$ cat config.mk
export PLATFORM = sky130hd
export DESIGN_NAME = aer_regs
export DESIGN_NICKNAME = d
export VERILOG_FILES = /design/src/aer_pkg.sv /design/src/aer_regs.sv
export SDC_FILE = /design/constraint.sdc
export NUM_CORES = 1
export LEC_CHECK = 0
export BUFFER_PORTS_ARGS = -buffer_cell sky130_fd_sc_hd__buf_2
export CAP_MARGIN = 20
export CORE_ASPECT_RATIO = 0.7
export CORE_MARGIN = 5
export CORE_UTILIZATION = 41
export CTS_CLUSTER_DIAMETER = 60
export DETAILED_ROUTE_END_ITERATION = 8
export HOLD_SLACK_MARGIN = 0.08
export PLACE_DENSITY = 0.77
export SKIP_LAST_GASP = 1
export SLEW_MARGIN = 5
export SYNTH_ARGS = -nofsm -noshare
export SYNTH_HDL_FRONTEND = slang
export SYNTH_SLANG_ARGS = --single-unit
$ cat constraint.sdc
create_clock -name pclk -period 0.92 [get_ports pclk]
set_clock_uncertainty 0.05 [all_clocks]
set_input_delay 0.184 -clock pclk [delete_from_list [all_inputs] [get_ports pclk]]
set_output_delay 0.184 -clock pclk [all_outputs]
set_load 0.02 [all_outputs]
$ cat src/aer_pkg.sv
// Purpose: Constants for the error report header and status bank
// Assumes: APB with 32-bit data, byte addresses as printed
// Notes:   Shared by the register bank and its bench
package aer_pkg;
   localparam logic [11:0] OFS_HEADER     = 12'h100;
   localparam logic [11:0] OFS_UNC_STATUS = 12'h104;
   localparam logic [11:0] OFS_MASK       = 12'h108;
   localparam logic [15:0] CAP_ID_VALUE   = 16'h0001;
   localparam logic [3:0]  CAP_VER_VALUE  = 4'h1;
   localparam logic [11:0] NXT_PTR_RESET  = 12'h000;
   localparam int          CAP_ID_LSB     = 0;
   localparam int          CAP_VER_LSB    = 16;
   localparam int          NXT_PTR_LSB    = 20;
   localparam int          BIT_LEGACY     = 0;
   localparam int          BIT_LINK_PROT  = 4;
   localparam int          BIT_SURPRISE   = 5;
   localparam int          BIT_POISONED   = 12;
   localparam int          BIT_FLOW_CTRL  = 13;
   localparam int          BIT_CPL_TMO    = 14;
   localparam int          BIT_CPL_ABORT  = 15;
   localparam int          BIT_UNEXP_CPL  = 16;
   localparam int          BIT_RX_OVFL    = 17;
   localparam int          BIT_MALFORMED  = 18;
   localparam int          BIT_E2E_CRC    = 19;
   localparam int          BIT_UNSUP_REQ  = 20;
   localparam int          BIT_ACS_VIOL   = 21;
   localparam int          BIT_INT_ERR    = 22;
   localparam int          BIT_MC_BLOCK   = 23;
   // Writable-by-one bits, hardware-settable except legacy bit 0; others read zero
   localparam logic [31:0] STATUS_IMPL    = 32'h00ff_3031;
   localparam logic [31:0] MASK_IMPL      = 32'h00ff_3031;
   localparam logic [31:0] STATUS_RESET   = 32'h0000_0000;
   localparam logic [31:0] MASK_RESET     = 32'h0000_0000;
endpackage

$ cat src/aer_regs.sv
// Purpose: Error report capability header and uncorrectable status bank
// Assumes: APB slave, zero wait states, pslverr on unmapped addresses
// Notes:   Sticky flags are cleared only by power-on reset or write-one
//
// How it works
// - Header identifier field reads fixed one
// - Header version field reads fixed one
// - Next pointer writable unless locked; zero ends
// - Link protocol error sets bit 4
// - Surprise down sets bit 5 if capable
// - Poisoned packet sets bit 12
// - Flow control error sets bit 13
// - Completion timeout bit always zero
// - Completer abort zero; access violations separate
// - Unexpected completion sets bit 16
// - Receive overflow sets bit 17
// - Malformed packet sets bit 18
// - End-to-end CRC error sets bit 19
// - Unsupported request sets bit 20
// - Access control violation sets bit 21
// - Internal error sets bit 22
// - Blocked multicast packet sets bit 23
// - Legacy bit clearable only; reserved read zero
// - Mask gates reporting, never status setting
module aer_regs (
   input  wire logic        pclk,                           // APB clock, 200 MHz
   input  wire logic        presetn,                        // Power-on reset, active low
   input  wire logic        port_reset_n,                   // Port (non-power-on) reset, active low
   input  wire logic        psel,                           // APB select
   input  wire logic        penable,                        // APB access phase
   input  wire logic        pwrite,                         // APB write
   input  wire logic [11:0] paddr,                          // APB byte address
   input  wire logic [31:0] pwdata,                         // APB write data
   input  wire logic [3:0]  pstrb,                          // APB byte strobes
   output logic      [31:0] prdata,                         // APB read data
   output logic             pready,                         // APB ready
   output logic             pslverr,                        // APB error, unmapped
   input  wire logic        next_ptr_lock,                  // Freeze next pointer
   input  wire logic        link_protocol_error,            // Event pulses from port logic
   input  wire logic        surprise_down_error,            // Surprise down detected
   input  wire logic        surprise_down_report_capable,   // Link capability bit
   input  wire logic        poisoned_tlp,                   // Poisoned packet received
   input  wire logic        flow_control_error,             // Flow control protocol error
   input  wire logic        unexpected_completion,          // Unexpected completion
   input  wire logic        receive_overflow,               // Receive buffer overflow
   input  wire logic        malformed_tlp,                  // Malformed packet
   input  wire logic        e2e_crc_error,                  // End-to-end CRC error
   input  wire logic        unsupported_request,            // Unsupported request
   input  wire logic        access_control_violation,       // Access control violation
   input  wire logic        internal_error,                 // Uncorrectable internal error
   input  wire logic        multicast_blocked,              // Multicast packet blocked
   output logic      [31:0] status_flags,                   // Status register copy
   output logic      [31:0] unmasked_errors                 // Flags passing the mask
);

   logic [11:0] next_capability_pointer_ff;
   logic [31:0] status_ff;
   logic [31:0] mask_ff;
   logic [31:0] error_set;
   logic [31:0] write_clear;
   logic [31:0] nxt_status;
   logic [31:0] nxt_prdata;
   logic        nxt_pslverr;
   logic        wr_access;
   logic        rd_access;
   logic        addr_hit;

   // Expand byte strobes into a bit mask
   function automatic logic [31:0] strb_bits(input logic [3:0] s);
      strb_bits = {{8{s[3]}}, {8{s[2]}}, {8{s[1]}}, {8{s[0]}}};
   endfunction

   // Address decode for the mapped words
   function automatic logic is_mapped(input logic [11:0] a);
      is_mapped = (a == aer_pkg::OFS_HEADER) || (a == aer_pkg::OFS_UNC_STATUS)
                  || (a == aer_pkg::OFS_MASK);
   endfunction

   ////////////////////////////////////////////////////////////////////////////
   // APB handshake
   assign pready    = 1'b1;
   assign wr_access = psel && penable && pwrite;
   assign rd_access = psel && !penable && !pwrite;
   assign addr_hit  = is_mapped(paddr);

   ////////////////////////////////////////////////////////////////////////////
   // Event collection into status bit positions
   always_comb begin
      error_set = 32'h0000_0000;
      error_set[aer_pkg::BIT_LINK_PROT] = link_protocol_error;
      error_set[aer_pkg::BIT_SURPRISE]  = surprise_down_error && surprise_down_report_capable;
      error_set[aer_pkg::BIT_POISONED]  = poisoned_tlp;
      error_set[aer_pkg::BIT_FLOW_CTRL] = flow_control_error;
      error_set[aer_pkg::BIT_UNEXP_CPL] = unexpected_completion;
      error_set[aer_pkg::BIT_RX_OVFL]   = receive_overflow;
      error_set[aer_pkg::BIT_MALFORMED] = malformed_tlp;
      error_set[aer_pkg::BIT_E2E_CRC]   = e2e_crc_error;
      error_set[aer_pkg::BIT_UNSUP_REQ] = unsupported_request;
      error_set[aer_pkg::BIT_ACS_VIOL]  = access_control_violation;
      error_set[aer_pkg::BIT_INT_ERR]   = internal_error;
      error_set[aer_pkg::BIT_MC_BLOCK]  = multicast_blocked;
   end

   ////////////////////////////////////////////////////////////////////////////
   // Sticky status: set beats clear, port reset has no effect
   always_comb begin
      write_clear = 32'h0000_0000;
      if (wr_access && paddr == aer_pkg::OFS_UNC_STATUS) begin
         write_clear = pwdata & strb_bits(pstrb);
      end
      nxt_status = ((status_ff & ~write_clear) | error_set) & aer_pkg::STATUS_IMPL;
   end

   // Status register, only power-on reset or write-one clears it
   always_ff @(posedge pclk or negedge presetn) begin
      if (!presetn) begin
         status_ff <= aer_pkg::STATUS_RESET;
      end else begin
         status_ff <= nxt_status;
      end
   end

   // Mask register, sticky like the status
   always_ff @(posedge pclk or negedge presetn) begin
      if (!presetn) begin
         mask_ff <= aer_pkg::MASK_RESET;
      end else if (wr_access && paddr == aer_pkg::OFS_MASK) begin
         mask_ff <= ((mask_ff & ~strb_bits(pstrb)) | (pwdata & strb_bits(pstrb)))
                    & aer_pkg::MASK_IMPL;
      end
   end

   // Next pointer, writable while unlocked, cleared by port reset
   always_ff @(posedge pclk or negedge presetn) begin
      if (!presetn) begin
         next_capability_pointer_ff <= aer_pkg::NXT_PTR_RESET;
      end else if (!port_reset_n) begin
         next_capability_pointer_ff <= aer_pkg::NXT_PTR_RESET;
      end else if (wr_access && paddr == aer_pkg::OFS_HEADER && !next_ptr_lock) begin
         if (pstrb[2]) begin
            next_capability_pointer_ff[3:0] <= pwdata[23:20];
         end
         if (pstrb[3]) begin
            next_capability_pointer_ff[11:4] <= pwdata[31:24];
         end
      end
   end

   ////////////////////////////////////////////////////////////////////////////
   // Read data and error, captured in the setup cycle
   always_comb begin
      nxt_prdata  = 32'h0000_0000;
      nxt_pslverr = !addr_hit;  // Unmapped words answer with an error
      case (paddr)
         aer_pkg::OFS_HEADER: begin
            nxt_prdata = {next_capability_pointer_ff, aer_pkg::CAP_VER_VALUE,
                          aer_pkg::CAP_ID_VALUE};
         end
         aer_pkg::OFS_UNC_STATUS: begin
            nxt_prdata = status_ff;
         end
         aer_pkg::OFS_MASK: begin
            nxt_prdata = mask_ff;
         end
         default: begin
            nxt_prdata = 32'h0000_0000;
         end
      endcase
   end

   // Registered read data
   always_ff @(posedge pclk or negedge presetn) begin
      if (!presetn) begin
         prdata <= 32'h0000_0000;
      end else if (rd_access) begin
         prdata <= nxt_prdata;
      end
   end

   // Registered slave error for unmapped words
   always_ff @(posedge pclk or negedge presetn) begin
      if (!presetn) begin
         pslverr <= 1'b0;
      end else if (psel && !penable) begin
         pslverr <= nxt_pslverr;
      end
   end

   ////////////////////////////////////////////////////////////////////////////
   // Status views for the logging logic
   assign status_flags    = status_ff;
   assign unmasked_errors = status_ff & ~mask_ff;

   ////////////////////////////////////////////////////////////////////////////
   // Checks
   // Header constants read back
   chk_hdr_const: assert property (@(posedge pclk) disable iff (!presetn)
      (psel && !penable && !pwrite && paddr == aer_pkg::OFS_HEADER) |=>
      (prdata[19:0] == {aer_pkg::CAP_VER_VALUE, aer_pkg::CAP_ID_VALUE}))
      else $error("header constant fields wrong");

   // Version field alone
   chk_ver_read: assert property (@(posedge pclk) disable iff (!presetn)
      (psel && !penable && !pwrite && paddr == aer_pkg::OFS_HEADER) |=>
      (prdata[19:16] == aer_pkg::CAP_VER_VALUE))
      else $error("version field wrong");

   // Lock freezes the pointer
   chk_ptr_lock: assert property (@(posedge pclk) disable iff (!presetn)
      (next_ptr_lock && port_reset_n) |=> $stable(next_capability_pointer_ff))
      else $error("locked pointer changed");

   // Link protocol event sets its flag
   chk_link_set: assert property (@(posedge pclk) disable iff (!presetn)
      link_protocol_error |=> status_ff[aer_pkg::BIT_LINK_PROT])
      else $error("link protocol flag not set");

   // Surprise down needs the capability
   chk_sd_gate: assert property (@(posedge pclk) disable iff (!presetn)
      (!status_ff[aer_pkg::BIT_SURPRISE] && !surprise_down_report_capable) |=>
      !status_ff[aer_pkg::BIT_SURPRISE])
      else $error("surprise flag set without capability");

   // Unused status bits never set
   chk_zero_bits: assert property (@(posedge pclk) disable iff (!presetn)
      (status_ff & ~aer_pkg::STATUS_IMPL) == 32'h0000_0000)
      else $error("hardwired status bit set");

   // Access violation is not an abort
   chk_acs_only: assert property (@(posedge pclk) disable iff (!presetn)
      access_control_violation |=> status_ff[aer_pkg::BIT_ACS_VIOL] && !status_ff[aer_pkg::BIT_CPL_ABORT])
      else $error("access violation logged wrongly");

   // Blocked multicast sets its flag
   chk_mc_set: assert property (@(posedge pclk) disable iff (!presetn)
      multicast_blocked |=> status_ff[aer_pkg::BIT_MC_BLOCK])
      else $error("multicast flag not set");

   // Legacy flag stays clear
   chk_legacy_never: assert property (@(posedge pclk) disable iff (!presetn)
      !status_ff[aer_pkg::BIT_LEGACY])
      else $error("legacy flag set");

   // Flag held while no write comes
   chk_sticky_hold: assert property (@(posedge pclk) disable iff (!presetn)
      (status_ff[aer_pkg::BIT_POISONED] && !wr_access) |=> status_ff[aer_pkg::BIT_POISONED])
      else $error("sticky flag lost");

   // Event beats a same-cycle clear
   chk_set_wins: assert property (@(posedge pclk) disable iff (!presetn)
      (flow_control_error && wr_access && paddr == aer_pkg::OFS_UNC_STATUS) |=>
      status_ff[aer_pkg::BIT_FLOW_CTRL])
      else $error("set lost to clear");

   // Write one clears malformed flag
   chk_w1c_clear: assert property (@(posedge pclk) disable iff (!presetn)
      (wr_access && paddr == aer_pkg::OFS_UNC_STATUS && pstrb[2] && pwdata[aer_pkg::BIT_MALFORMED]
       && !malformed_tlp) |=> !status_ff[aer_pkg::BIT_MALFORMED])
      else $error("write one did not clear");

   // Mask leaves the status alone
   chk_mask_nogate: assert property (@(posedge pclk) disable iff (!presetn)
      (unexpected_completion && mask_ff[aer_pkg::BIT_UNEXP_CPL]) |=>
      status_ff[aer_pkg::BIT_UNEXP_CPL] && !unmasked_errors[aer_pkg::BIT_UNEXP_CPL])
      else $error("mask affected status");

   // Capable surprise down sets its flag
   chk_sd_set: assert property (@(posedge pclk) disable iff (!presetn)
      (surprise_down_error && surprise_down_report_capable) |=> status_ff[aer_pkg::BIT_SURPRISE])
      else $error("surprise flag not set");

   // Poisoned packet sets its flag
   chk_poison_set: assert property (@(posedge pclk) disable iff (!presetn)
      poisoned_tlp |=> status_ff[aer_pkg::BIT_POISONED])
      else $error("poisoned flag not set");

   // Flow control error sets its flag
   chk_fc_set: assert property (@(posedge pclk) disable iff (!presetn)
      flow_control_error |=> status_ff[aer_pkg::BIT_FLOW_CTRL])
      else $error("flow control flag not set");

   // Completion timeout reads zero
   chk_tmo_read: assert property (@(posedge pclk) disable iff (!presetn)
      (psel && !penable && !pwrite && paddr == aer_pkg::OFS_UNC_STATUS) |=> !prdata[aer_pkg::BIT_CPL_TMO])
      else $error("timeout bit read as one");

   // Completer abort reads zero
   chk_abort_read: assert property (@(posedge pclk) disable iff (!presetn)
      (psel && !penable && !pwrite && paddr == aer_pkg::OFS_UNC_STATUS) |=> !prdata[aer_pkg::BIT_CPL_ABORT])
      else $error("abort bit read as one");

   // Unexpected completion sets its flag
   chk_unexp_set: assert property (@(posedge pclk) disable iff (!presetn)
      unexpected_completion |=> status_ff[aer_pkg::BIT_UNEXP_CPL])
      else $error("unexpected completion flag not set");

   // Receive overflow sets its flag
   chk_ovfl_set: assert property (@(posedge pclk) disable iff (!presetn)
      receive_overflow |=> status_ff[aer_pkg::BIT_RX_OVFL])
      else $error("overflow flag not set");

   // Malformed packet sets its flag
   chk_malf_set: assert property (@(posedge pclk) disable iff (!presetn)
      malformed_tlp |=> status_ff[aer_pkg::BIT_MALFORMED])
      else $error("malformed flag not set");

   // End-to-end CRC error sets its flag
   chk_crc_set: assert property (@(posedge pclk) disable iff (!presetn)
      e2e_crc_error |=> status_ff[aer_pkg::BIT_E2E_CRC])
      else $error("crc flag not set");

   // Unsupported request sets its flag
   chk_ur_set: assert property (@(posedge pclk) disable iff (!presetn)
      unsupported_request |=> status_ff[aer_pkg::BIT_UNSUP_REQ])
      else $error("unsupported request flag not set");

   // Internal error sets its flag
   chk_int_set: assert property (@(posedge pclk) disable iff (!presetn)
      internal_error |=> status_ff[aer_pkg::BIT_INT_ERR])
      else $error("internal error flag not set");

   // Reserved status bits read zero
   chk_rsvd_read: assert property (@(posedge pclk) disable iff (!presetn)
      (psel && !penable && !pwrite && paddr == aer_pkg::OFS_UNC_STATUS) |=>
      ((prdata & ~aer_pkg::STATUS_IMPL) == 32'h0000_0000))
      else $error("reserved status bit read as one");

   // Port reset keeps every set flag
   chk_port_keep: assert property (@(posedge pclk) disable iff (!presetn)
      (!port_reset_n && !wr_access) |=> ((status_ff & $past(status_ff)) == $past(status_ff)))
      else $error("port reset cleared a flag");

   // Port reset returns pointer to zero
   chk_ptr_clear: assert property (@(posedge pclk) disable iff (!presetn)
      !port_reset_n |=> (next_capability_pointer_ff == aer_pkg::NXT_PTR_RESET))
      else $error("pointer not cleared by port reset");

   // Write one clears link flag
   chk_w1c_link: assert property (@(posedge pclk) disable iff (!presetn)
      (write_clear[aer_pkg::BIT_LINK_PROT] && !link_protocol_error) |=> !status_ff[aer_pkg::BIT_LINK_PROT])
      else $error("link flag not cleared");

   // Write one clears poisoned flag
   chk_w1c_poison: assert property (@(posedge pclk) disable iff (!presetn)
      (write_clear[aer_pkg::BIT_POISONED] && !poisoned_tlp) |=> !status_ff[aer_pkg::BIT_POISONED])
      else $error("poisoned flag not cleared");

   // Write one clears unexpected completion flag
   chk_w1c_unexp: assert property (@(posedge pclk) disable iff (!presetn)
      (write_clear[aer_pkg::BIT_UNEXP_CPL] && !unexpected_completion) |=> !status_ff[aer_pkg::BIT_UNEXP_CPL])
      else $error("unexpected completion flag not cleared");

   // Write one clears overflow flag
   chk_w1c_ovfl: assert property (@(posedge pclk) disable iff (!presetn)
      (write_clear[aer_pkg::BIT_RX_OVFL] && !receive_overflow) |=> !status_ff[aer_pkg::BIT_RX_OVFL])
      else $error("overflow flag not cleared");

   // Write one clears crc flag
   chk_w1c_crc: assert property (@(posedge pclk) disable iff (!presetn)
      (write_clear[aer_pkg::BIT_E2E_CRC] && !e2e_crc_error) |=> !status_ff[aer_pkg::BIT_E2E_CRC])
      else $error("crc flag not cleared");

   // Write one clears unsupported request flag
   chk_w1c_ur: assert property (@(posedge pclk) disable iff (!presetn)
      (write_clear[aer_pkg::BIT_UNSUP_REQ] && !unsupported_request) |=> !status_ff[aer_pkg::BIT_UNSUP_REQ])
      else $error("unsupported request flag not cleared");

   // Write one clears access violation flag
   chk_w1c_acs: assert property (@(posedge pclk) disable iff (!presetn)
      (write_clear[aer_pkg::BIT_ACS_VIOL] && !access_control_violation) |=> !status_ff[aer_pkg::BIT_ACS_VIOL])
      else $error("access violation flag not cleared");

   // Write one clears multicast flag
   chk_w1c_mc: assert property (@(posedge pclk) disable iff (!presetn)
      (write_clear[aer_pkg::BIT_MC_BLOCK] && !multicast_blocked) |=> !status_ff[aer_pkg::BIT_MC_BLOCK])
      else $error("multicast flag not cleared");

   // Main scenarios reached
   cov_err_set: cover property (@(posedge pclk) disable iff (!presetn) $rose(status_ff[aer_pkg::BIT_UNSUP_REQ]));
   cov_w1c: cover property (@(posedge pclk) disable iff (!presetn) $fell(status_ff[aer_pkg::BIT_E2E_CRC]));
   cov_ptr_wr: cover property (@(posedge pclk) disable iff (!presetn) $changed(next_capability_pointer_ff));
   cov_unmapped: cover property (@(posedge pclk) disable iff (!presetn) pslverr && penable);
   cov_set_clear: cover property (@(posedge pclk) disable iff (!presetn)
      flow_control_error && write_clear[aer_pkg::BIT_FLOW_CTRL]);
endmodule

==> results summary <==
For this design the ratio of total power to cell area is 1170 nW/um^2. Subtracting the final worst setup slack from the clock period gives 1.73 ns. For this block, the routed nets add up to 9960 um of wire. Total power for the finished layout comes to 6.32 mW.

The initial antenna violation count is 0. The detail-routed net length per standard cell came out at 15.5 um. The largest fanout on the critical path came out at 8. The fraction of synthesized cell area in xor and xnor cells came out at 0%. The depth of the worst register-to-register path is 5. The wire length of the first global-routing pass is 16000 um.

During placement, the flow inserted port buffers numbering 104. The path class of the lowest-slack min-delay path is input port to register. The design internal power came out at 4.75 mW.

STA puts the critical path data arrival time at 1.94 ns. Signal routing reaches up to met4. The count of pins on the block boundary is 166. The final reports fail on negative setup slack. The total of flip-flops plus latches after synthesis is 60. The worst hold-check slack came out at 0.0802 ns.

The number of nets in the final layout is 606. The detail-routed via count per cell came out at 4.64. The y dimension of the die came out at 83.0 um.

The setup slack of the critical path after layout came out at -0.815 ns. The accumulated negative setup slack is -54.03 ns. The number of global-route vias before repair came out at 3184.

The die boundary width came out at 114 um. The count of cells in the finished layout, fillers not included, comes to 642. The maximum buffer depth of the clock tree came out at 2. The library cell with the highest instance count after synthesis is sky130_fd_sc_hd__dfrtp_1. The count of placed standard cells including taps is 547. The first-pass detailed-route iteration total is 5. The remaining antenna violation count after routing is 0. In this run the cell area measured after placement is 4010 um^2. The congestion estimate from routability-driven global placement came to 0.833. The slew at the pin with the worst max-slew slack is 0.571 ns. sky130_fd_sc_hd__dfrtp_1 takes more of the synthesized area than any other cell. In this run the biggest area consumer among cell types represents 48.2% of the synthesized area. The part of the cycle the worst path needs is 189%. STA classifies the critical path endpoint as a register.

The number of rows in the core area came out at 26. The number of synthesis warnings is 0. The total half-perimeter wirelength after legalization and detailed placement is 6530 um. The proportion of total power due to net switching is 24.7%. The post-synthesis simple-gate area fraction came out at 17.0%. Multiplexer cells account for 8.55% of the synthesized area. The die footprint is 9480 um^2. The total congestion overflow after global routing is 0. The effective utilization at floorplan is 42.4%.

The utilization after layout came out at 73.7%. The worst register-to-register path ends at prdata[22]. The count of flip-flops with a built-in enable after synthesis came out at 0. The largest family of logic cells by synthesized area is simple AND/OR/NAND/NOR gates. The tree is rooted in a sky130_fd_sc_hd__clkbuf_8. The maximum clock frequency is 0.576 GHz. The setup slack on the worst flop-to-flop path is -0.26 ns. The worst setup path is of the input port to register kind. The total via count in the routed design is 2978.

The post-route netlist has 51.4% of its cells at a drive strength greater than 1. The final design instance area without fill is 5420 um^2. The synthesized area divided by synthesized cell count is 9.90 um^2. The pin count of the biggest net entering global routing came out at 61.

The post-place setup slack is -1.26 ns. The start point of the critical path is paddr[4]. The post-route met1 wirelength is 4020 um. TritonCTS built the clock tree. By count the netlist is led by sky130_fd_sc_hd__dfrtp_1 (60), sky130_fd_sc_hd__buf_4 (50), sky130_fd_sc_hd__nand2_1 (39). The core area is 7350 um^2. STA puts the critical path data required time at 1.12 ns. The area added between synthesis and finish is 73.8%. The number of setup violations in the final report came out at 108.

The share of synthesized cell area in full adder, half adder and majority cells is 0%. The number of H-tree branching levels is 3. The worst setup path endpoint is next_capability_pointer_ff[10].

The count of pins over their slew limit came out at 0. The cell count after synthesis came out at 315. In this run the critical register-to-register path is launched from status_flags[22].

The switching power total is 1.56 mW. Of the synthesized area, sequential elements account for 48.2%. The sum of met2 wire segment lengths after detailed routing is 5200 um.

The total count of hold-check failures in the final report came to 0. The maximum VDD drop is 0.000838 V. The sum of met3 wire segment lengths after detailed routing came out at 629 um. Across the run, the number of max-cap violations was 0.

The global-route usage over all layers came out at 20.9%. The worst slew slack as a fraction of its limit came out at 61.7%. The CTS buffer count is 9.

The initial detailed-routing violation count came out at 142. The register clock-pin slew on the reported worst setup and hold paths is 0.07 ns. The number of sinks driven by the clock tree came out at 60.

The static leakage power came out at 2.75 nW. The proportion of synthesized flip-flops having asynchronous set or reset came out at 100%. Setup repair after global routing could not meet its margin everywhere. The cell area after technology mapping is 3120 um^2. The most used flip-flop cell after synthesis is sky130_fd_sc_hd__dfrtp_1. The number of different library cells in the post-synthesis netlist is 37.

The clock latency at the later pin of the worst-skew pair came out at 0.34 ns. The share of the synthesized area in compound gates (AO/OA/AOI/OAI) came out at 11.7%. Sequential cells burn 41.8% of the power.

The total of hold buffers inserted after clock tree synthesis came out at 34. Combinational cells account for 12.6% of the total power. The worst setup path is launched from an input port. The power share of the clock group came out at 45.6%. After detailed routing, the number of remaining DRC violations is 0. After synthesis, the cell types taking the most area are sky130_fd_sc_hd__dfrtp_1 (48%), sky130_fd_sc_hd__buf_4 (12%), sky130_fd_sc_hd__mux2_2 (4.7%). The flow ran to the end, but the final reports show violations.
[area by class of cell]
class,instances,area [um^2]
sequential,60,1520
clock buffer,10,128
inverter,5,18.8
clock inverter,6,111
timing repair buffer,226,1920
antenna,1,2.50
multi-input combinational,236,1600
tap,98,123
fill,485,1930
[power groups by stage]
stage | clock, mW | sequential (mW) | combinational [mW]
after CTS | 2.93 | 2.64 | 0.769
after global routing | 3.07 | 2.64 | 0.864
final | 2.88 | 2.64 | 0.799
after global placement | 0 | 2.69 | 0.625
after floorplan | 0 | 2.69 | 0.488
after detailed placement | 0 | 2.69 | 0.635
[critical path: stages]
cell                      delay (ns)
sky130_fd_sc_hd__buf_6          0.09
sky130_fd_sc_hd__or4_4          0.53
sky130_fd_sc_hd__or3_4          0.43
sky130_fd_sc_hd__buf_6          0.15
sky130_fd_sc_hd__nor3_4         0.15
sky130_fd_sc_hd__buf_12         0.17
sky130_fd_sc_hd__mux2i_2        0.23
[cell families (layout without fill, tap and decap cells)]
kind of cell,Yosys count,after routing
AOI/OAI and AO/OA,58,58
buffers and inverters,67,247
DFF,60,60
muxes,25,25
other,2,51
and+or+nand+nor,103,103
[placed cells by master, fill, tap and decap left out, types with 5 or more instances in the layout]
master and n:
sky130_fd_sc_hd__a21oi_1 13, sky130_fd_sc_hd__a21oi_2 7, sky130_fd_sc_hd__a22o_1 9, sky130_fd_sc_hd__a22oi_1 7
sky130_fd_sc_hd__buf_2 53, sky130_fd_sc_hd__buf_4 71, sky130_fd_sc_hd__buf_6 66, sky130_fd_sc_hd__clkbuf_8 9
sky130_fd_sc_hd__conb_1 50, sky130_fd_sc_hd__dfrtp_1 47, sky130_fd_sc_hd__dfrtp_2 13, sky130_fd_sc_hd__dlygate4sd3_1 34
sky130_fd_sc_hd__mux2_2 11, sky130_fd_sc_hd__mux2i_1 10, sky130_fd_sc_hd__nand2_1 39, sky130_fd_sc_hd__nand3_1 5
sky130_fd_sc_hd__nand4_1 5, sky130_fd_sc_hd__nor2_1 22, sky130_fd_sc_hd__nor2b_4 11, sky130_fd_sc_hd__o21ai_1 10
[metal layers]
| layer | vias to the layer above | GRT usage [%] |
|---|---|---|
| li1 | 1440 | - |
| met1 | 1408 | 24.8 |
| met2 | 118 | 37.0 |
| met3 | 12 | 6.40 |
| met4 | 0 | 4.96 |
| met5 | - | 0 |
[worst min path at each step]
stage	from	end	depth (start not counted)
global placement	presetn	async pin	2
floorplan	presetn	async pin	0
CTS	pwdata[4]	register	2
detailed placement	presetn	status_flags[23]	2
global route	pwdata[4]	register	2
finish	pwdata[4]	register	2
[repair_timing]
action | in CTS | in global routing
endpoints found under the setup margin | 108 | 108
hold endpoints to repair | 97 | 1
gates cloned | 0 | 0
resized for setup | 137 | 9
setup buffers | 38 | 6
pin swaps | 27 | 6
(Power assumes the default switching activity.)
